==> src/unbalance_pkg.sv <==
// constants shared by the current unbalance protection decision block
//
// Contract
// [RL1] both outputs stay inactive while operation is off or external disable is high
// [RL2] unbalance when (max-min) as percent of max phase exceeds threshold
// [RL3] start permitted only while max phase is above 10% and below 150% rated
// [RL4] trip rises only after the configured delay and only when trip is permitted
// [RL5] start-only mode never trips; mode reads false after reset
// [RL6] threshold setting 10..90 percent, step one, default 50
// [RL7] delay setting 100..60000 ms, step one, default 1000, latency included
// [RL8] blocking input forces start and trip inactive; surrounding logic drives it
// [RL9] one general start output, high while qualified unbalance is detected
// [RL10] one general trip output, high when delayed trip condition is met
// [RL11] event pulse on every rise and fall of start and of trip, with new value
// [RL12] delay runs from the first faulty sample, not from start output
// [RL13] hysteresis: started state drops only below 95% of threshold
// [RL14] delay counter and trip clear when start drops, disabled or blocked
package unbalance_pkg;
   // threshold setting, percent
   localparam logic [6:0]  THR_MIN       = 7'h0A;
   localparam logic [6:0]  THR_MAX       = 7'h5A;
   localparam logic [6:0]  THR_DEF       = 7'h32;
   // delay setting, milliseconds
   localparam logic [15:0] DLY_MIN       = 16'h0064;
   localparam logic [15:0] DLY_MAX       = 16'hEA60;
   localparam logic [15:0] DLY_DEF       = 16'h03E8;
   // timing: clock period and delay step, both in ns
   localparam int unsigned CLK_PERIOD_NS = 32'h0000_0019;
   localparam int unsigned STEP_NS       = 32'h000F_4240;
   localparam int unsigned CYC_PER_STEP  = STEP_NS / CLK_PERIOD_NS;
   // percent arithmetic: full scale and hysteresis ratio 19/20
   localparam logic [31:0] PCT_FULL      = 32'h0000_0064;
   localparam logic [31:0] HYST_DEN      = 32'h0000_0014;
   localparam logic [31:0] HYST_NUM      = 32'h0000_0013;
   // level window: max*10 > rated, max*2 < rated*3
   localparam logic [31:0] LVL_LO_MUL    = 32'h0000_000A;
   localparam logic [31:0] LVL_HI_MUL    = 32'h0000_0002;
   localparam logic [31:0] LVL_HI_RATED  = 32'h0000_0003;
endpackage
==> src/current_unbalance_protection.sv <==
// current unbalance protection decision logic: start, delayed trip, events
`timescale 1ns/1ps
module current_unbalance_protection #(
   parameter int unsigned MAG_W        = 16,
   parameter int unsigned CYC_PER_STEP = unbalance_pkg::CYC_PER_STEP
) (
   // clock and reset
   input  wire logic             clock_i,
   input  wire logic             rstn_i,
   // phase magnitudes from the measurement stage
   input  wire logic [MAG_W-1:0] mag_l1_i,
   input  wire logic [MAG_W-1:0] mag_l2_i,
   input  wire logic [MAG_W-1:0] mag_l3_i,
   input  wire logic             sample_valid_i,
   input  wire logic [MAG_W-1:0] rated_current_i,
   // settings, captured on settings_load_i
   input  wire logic             settings_load_i,
   input  wire logic             operation_on_i,
   input  wire logic             start_only_i,
   input  wire logic [6:0]       threshold_pct_i,
   input  wire logic [15:0]      delay_ms_i,
   // disable and blocking from surrounding logic
   input  wire logic             disable_i,
   input  wire logic             unbalance_block_in_i,
   // general outputs
   output logic                  unbalance_start_out_o,
   output logic                  unbalance_trip_out_o,
   // events
   output logic                  start_event_o,
   output logic                  start_event_value_o,
   output logic                  trip_event_o,
   output logic                  trip_event_value_o,
   // current settings
   output logic [6:0]            threshold_o,
   output logic [15:0]           delay_o
);
   typedef struct packed {
      logic        oper;
      logic        start_only;
      logic [6:0]  thr;
      logic [15:0] dly;
      logic        start;
      logic        trip;
      logic        st_evt;
      logic        tr_evt;
   } prot_t;

   localparam prot_t RESET_ST = '{
      oper:       1'b0,
      start_only: 1'b0,
      thr:        unbalance_pkg::THR_DEF,
      dly:        unbalance_pkg::DLY_DEF,
      start:      1'b0,
      trip:       1'b0,
      st_evt:     1'b0,
      tr_evt:     1'b0
   };

   prot_t            st_ff;
   prot_t            nxt_st;
   logic [MAG_W-1:0] mx;
   logic [MAG_W-1:0] mn;
   logic [31:0]      diff_scaled;
   logic [31:0]      ref_on;
   logic [31:0]      ref_off;
   logic             level_ok;
   logic             pickup_w;
   logic             keep_w;
   logic             enabled;
   logic             run_w;
   logic             expired_w;

   // largest and smallest phase magnitude
   always_comb
   begin
      mx = mag_l1_i;
      mn = mag_l1_i;
      if (mag_l2_i > mx)
         mx = mag_l2_i;
      if (mag_l3_i > mx)
         mx = mag_l3_i;
      if (mag_l2_i < mn)
         mn = mag_l2_i;
      if (mag_l3_i < mn)
         mn = mag_l3_i;
   end

   // percent compare without division, all scaled by 20 for the 95% ratio
   assign diff_scaled = 32'(mx - mn) * unbalance_pkg::PCT_FULL
                        * unbalance_pkg::HYST_DEN; // RL2
   assign ref_on  = 32'(st_ff.thr) * 32'(mx) * unbalance_pkg::HYST_DEN;
   assign ref_off = 32'(st_ff.thr) * 32'(mx) * unbalance_pkg::HYST_NUM; // RL13

   // max phase within 0.1..1.5 of rated
   assign level_ok = (32'(mx) * unbalance_pkg::LVL_LO_MUL > 32'(rated_current_i))
                  && (32'(mx) * unbalance_pkg::LVL_HI_MUL
                      < 32'(rated_current_i) * unbalance_pkg::LVL_HI_RATED); // RL3

   assign enabled = st_ff.oper && !disable_i; // RL1

   // pickup and hold decisions of the start comparator
   assign pickup_w = level_ok && (diff_scaled > ref_on); // RL2
   assign keep_w   = level_ok && !(diff_scaled < ref_off); // RL13

   // settings capture, start decision, trip and events
   always_comb
   begin
      nxt_st = st_ff;
      if (settings_load_i)
      begin
         nxt_st.oper       = operation_on_i;
         nxt_st.start_only = start_only_i; // RL5
         if (threshold_pct_i < unbalance_pkg::THR_MIN) // RL6
            nxt_st.thr = unbalance_pkg::THR_MIN;
         else if (threshold_pct_i > unbalance_pkg::THR_MAX)
            nxt_st.thr = unbalance_pkg::THR_MAX;
         else
            nxt_st.thr = threshold_pct_i;
         if (delay_ms_i < unbalance_pkg::DLY_MIN) // RL7
            nxt_st.dly = unbalance_pkg::DLY_MIN;
         else if (delay_ms_i > unbalance_pkg::DLY_MAX)
            nxt_st.dly = unbalance_pkg::DLY_MAX;
         else
            nxt_st.dly = delay_ms_i;
      end
      if (!enabled || unbalance_block_in_i)
      begin
         nxt_st.start = 1'b0; // RL1 RL8
      end
      else if (sample_valid_i)
      begin
         if (!st_ff.start)
            nxt_st.start = pickup_w; // RL2 RL9
         else
            nxt_st.start = keep_w; // RL13
      end
      nxt_st.trip   = nxt_st.start && expired_w && !nxt_st.start_only; // RL4 RL5 RL10 RL14
      nxt_st.st_evt = (nxt_st.start != st_ff.start); // RL11
      nxt_st.tr_evt = (nxt_st.trip != st_ff.trip); // RL11
   end

   // timer runs from the same edge that first sees the faulty sample
   assign run_w = nxt_st.start; // RL12 RL14

   unbalance_delay_timer #(
      .CYC_PER_STEP (CYC_PER_STEP),
      .DLY_W        (16)
   ) u_timer (
      .clock_i    (clock_i),
      .rstn_i     (rstn_i),
      .run_i      (run_w),
      .delay_ms_i (st_ff.dly),
      .expired_o  (expired_w)
   );

   // state register
   always_ff @(posedge clock_i or negedge rstn_i)
   begin
      if (!rstn_i)
         st_ff <= RESET_ST;
      else
         st_ff <= nxt_st;
   end

   // outputs straight from the state register
   assign unbalance_start_out_o = st_ff.start;
   assign unbalance_trip_out_o  = st_ff.trip;
   assign start_event_o         = st_ff.st_evt;
   assign start_event_value_o   = st_ff.start;
   assign trip_event_o          = st_ff.tr_evt;
   assign trip_event_value_o    = st_ff.trip;
   assign threshold_o           = st_ff.thr;
   assign delay_o               = st_ff.dly;
endmodule

==> src/unbalance_delay_timer.sv <==
// millisecond delay timer with prescaler, cleared whenever run is low
`timescale 1ns/1ps
module unbalance_delay_timer #(
   parameter int unsigned CYC_PER_STEP = unbalance_pkg::CYC_PER_STEP,
   parameter int unsigned DLY_W        = 16
) (
   // clock and reset
   input  wire logic             clock_i,
   input  wire logic             rstn_i,
   // control
   input  wire logic             run_i,
   input  wire logic [DLY_W-1:0] delay_ms_i,
   // status
   output logic                  expired_o
);
   localparam int unsigned PRE_W = $clog2(CYC_PER_STEP + 1);
   localparam logic [PRE_W-1:0] PRE_LAST = PRE_W'(CYC_PER_STEP - 1);

   typedef struct packed {
      logic [PRE_W-1:0] pre;
      logic [DLY_W-1:0] ms;
   } tmr_t;

   tmr_t st_ff;
   tmr_t nxt_st;

   // elapsed whole steps reached the setting
   assign expired_o = (st_ff.ms >= delay_ms_i);

   // count steps while running, restart from zero otherwise
   always_comb
   begin
      nxt_st = st_ff;
      if (!run_i)
      begin
         nxt_st = '0; // RL14
      end
      else if (!expired_o)
      begin
         if (st_ff.pre == PRE_LAST)
         begin
            nxt_st.pre = '0;
            nxt_st.ms  = st_ff.ms + DLY_W'(1); // RL12
         end
         else
         begin
            nxt_st.pre = st_ff.pre + PRE_W'(1);
         end
      end
   end

   // state register
   always_ff @(posedge clock_i or negedge rstn_i)
   begin
      if (!rstn_i)
         st_ff <= '0;
      else
         st_ff <= nxt_st;
   end
endmodule

==> config.mk <==
export PLATFORM = sky130hd
export DESIGN_NAME = current_unbalance_protection
export DESIGN_NICKNAME = d
export VERILOG_FILES = /design/src/unbalance_pkg.sv /design/src/current_unbalance_protection.sv /design/src/unbalance_delay_timer.sv
export SDC_FILE = /design/constraint.sdc
export NUM_CORES = 1
export LEC_CHECK = 0
export BUFFER_PORTS_ARGS = -buffer_cell sky130_fd_sc_hd__clkbuf_2
export CAP_MARGIN = 20
export CORE_MARGIN = 1
export CORE_UTILIZATION = 40
export CTS_CLUSTER_DIAMETER = 120
export CTS_CLUSTER_SIZE = 16
export DETAILED_ROUTE_END_ITERATION = 8
export GPL_ROUTABILITY_DRIVEN = 0
export HOLD_SLACK_MARGIN = 0.05
export PLACE_DENSITY = 0.62
export SLEW_MARGIN = 20
export SYNTH_ARGS = -nofsm -noshare
export SYNTH_HDL_FRONTEND = slang
export SYNTH_SLANG_ARGS = --single-unit
==> constraint.sdc <==
create_clock -name clock_i -period 8.47 [get_ports clock_i]
set_input_delay 2.1175 -clock clock_i [delete_from_list [all_inputs] [get_ports clock_i]]
set_output_delay 2.1175 -clock clock_i [all_outputs]
set_load 0.01 [all_outputs]
==> run summary <==
Critical Path AT - 13.99 ns
input/output buffers - 123
Critical Path Most Common Cell - inv_1
largest net degree at the start of global routing - 62
failing checks - negative setup slack
YS warnings - 0
Max Transition Viols Final - 0
CP delay by family, top - adder cells
Post-synth top flop - dfrtp_1
Mapped Area - 18900 sq um
initial antenna violation count - 1
Synth Area in Simple Gates - 0.157
max-cap check violation count - 0
Clock Latency Late Sink - 0.33 ns
Critical-path top delay cell - fa_1
Tot GR Track Use - 0.246
vias - 19.6k
max incr delay on CP - 0.56 ns
DRC - 0
post-route ant nets - 0
drt first pass iters - 5
vias in the first global route - 20.4k
total clock sinks - 61
final setup violating endpoints - 36
post-route cell area - 28100 sq um
largest family of logic cells by synthesized area - adder cells
most common cell after layout, fill and taps aside - buf_4
crit path buf inv count - 19
chip width - 219 um
syn avg cell area - 8.18 sq um
setup ws final - -5.35 ns
Cell Area, Placed - 25200 sq um
H-tree levels - 3
Post-Place Cells - 3582
# hold bufs at CTS - 0
Final Non-Filler Cells - 3698
compound-gate portion of the synthesized area - 0.183
Hold Crit Class - register to register
Starting Density - 0.406
fmax - 72.4 MHz
average wire per standard cell - 16.2 um
Synth async-reset ratio - 1.00
post-DP HPWL - 48.9 mm
Routed WL - 59.8 mm
CTS Buf Count - 9
syn nets - 2944
Cells after Synth - 2312
DIE AREA - 48100 sq um
Area contributors post-synth - ha_1 (28%), fa_1 (12%), dfrtp_1 (6.9%)
# rows - 79
CTS clk-pin slew, worst paths - 0.06 ns
first-pass GRT wire length - 96.9 mm
Tcrit/Tclk final - 1.63
DIE HEIGHT - 219 um
P&R area growth vs syn - 48.8%
final hold violation count - 0
maximum fanout along the worst path - 7
leading area contributor after synthesis - ha_1
mux contribution to synthesized area - 0.0302
Synth cell types - 82
CTS max path bufs - 2
worst setup path class - input port to register
post-synthesis sequential area ratio - 0.0813
Setup Skew - 0.00676 ns
Via density - 5.29
most frequent cells in the layout - buf_4 (654), ha_1 (365), inv_1 (317), nand2_1 (129), clkbuf_2 (120)
unrepaired setup endpoints after global routing - yes
core area - 46600 sq um
Synth Area in XOR/XNOR - 0.0649
status - complete, but fails checks
I/O Pins - 124
total grt overflow - 0
Worst setup EP type - register
CTS tree - yes
Slew @ Worst Pin - 0.828 ns
Diodes inserted - 0
TNS Setup - -188.66 ns
Setup crit start kind - input port
Period minus WS final - 13.82 ns
NumNets Final - 3718
Critical Path RT - 8.65 ns
share of layout cells above drive strength 1 - 0.401
Post-synth EDFFs - 0
post-synthesis adder-cell area fraction - 0.399
post-synth top area share - 0.283
r2r setup slk - -0.48 ns
clk root buf - clkbuf_16
synthesized flop and latch total - 61
Slew HR - 0.448
DR iter-0 viols - 1073
## per-layer routing
layer  track usage  up-vias  part of all wire
li1              -     9557                 -
met1         0.310     9515              0.44
met2         0.453      412              0.50
met3        0.0207       72             0.043
met4        0.0498        0             0.017
met5             0        -                 0
## worst reg2reg max path: cells and delay by family, from the launching register on
family	cells	cell delay, ns
adder cells (fa/ha/maj)	9	3.44
AO/OA/AOI/OAI	10	2.53
buffers and inverters	12	1.08
AND/OR/NAND/NOR	7	0.92
flip-flops	1	0.54
XOR/XNOR	2	0.31
## flip-flops by register name, summed over array words and instances, names as in the netlist
signal and count:
delay_o 16, st_ff 2, start_event_o 1, start_event_value_o 1
threshold_o 7, trip_event_o 1, trip_event_value_o 1, u_timer.st_ff 32
## area by class of cell
type,instances,area (sq um)
Sequential cell,61,1540
Timing Repair Buffer,816,6120
Clock inverter,6,68.8
Multi-Input combinational cell,1853,18100
Inverter,345,1320
Clock buffer,10,239
Tap cell,607,759
Fill cell,3950,18400
## cells by family (layout without fill, tap and decap cells)
kind of cell               count (synthesis)  after routing
DFF                                       61             61
muxes                                     54             54
AOI/OAI and AO/OA                        530            530
adders and majority gates                537            537
and+or+nand+nor                          592            592
xor gates and xnor gates                 140            140
buffers and inverters                    398           1177
## path summary, 6_finish.rpt
check	to	startpoint	depth (start not counted)
worst max-delay path	start_event_o	mag_l1_i[12]	60
worst min-delay path	st_ff[28]	st_ff[28]	1
worst max register to register	start_event_o	threshold_o[3]	40
worst min register to register	st_ff[28]	st_ff[28]	1
max in group asynchronous	threshold_o[3]	rstn_i	2
min in group asynchronous	u_timer.st_ff[29]	rstn_i	2
## cells in the mapped netlist, drive strengths merged (18+ instances only)
| library cell | count |
|---|---|
| nor2b | 29 |
| a211oi | 18 |
| a21oi | 162 |
| o21ai | 111 |
| nand4 | 24 |
| nor2 | 150 |
| o21bai | 19 |
| nand3 | 37 |
| clkbuf | 21 |
| mux2i | 32 |
| dfrtp | 52 |
| o21a | 24 |
| nor3 | 29 |
| ha | 428 |
| fa | 109 |
| a21o | 72 |
| xor2 | 49 |
| mux2 | 22 |
| and2 | 76 |
| nand2 | 137 |
| or3 | 22 |
| xnor2 | 91 |
| nand2b | 20 |
| buf | 32 |
| inv | 345 |
## metrics by stage
step / util / setup WS, ns / hold WS, ns
6_report: 0.604 / -5.35 / 0.514
4_1_cts: 0.584 / -5.22 / 0.521
3_5_place_dp: 0.542 / -6.61 / 0.506
3_3_place_gp: 0.542 / -6.44 / 0.493
2_1_floorplan: - / -4.87 / 0.447
5_1_grt: 0.604 / -5.84 / 0.548
## repair_timing
item                       4_1_cts  5_1_grt
buffers inserted                65       39
pin swaps                      119      112
gates cloned                     3        0
gates resized for setup        213      133
setup endpoints to repair       36       36
Power is not shown: default switching activity piles up to over one toggle a cycle in this logic, so the estimate is an artifact.
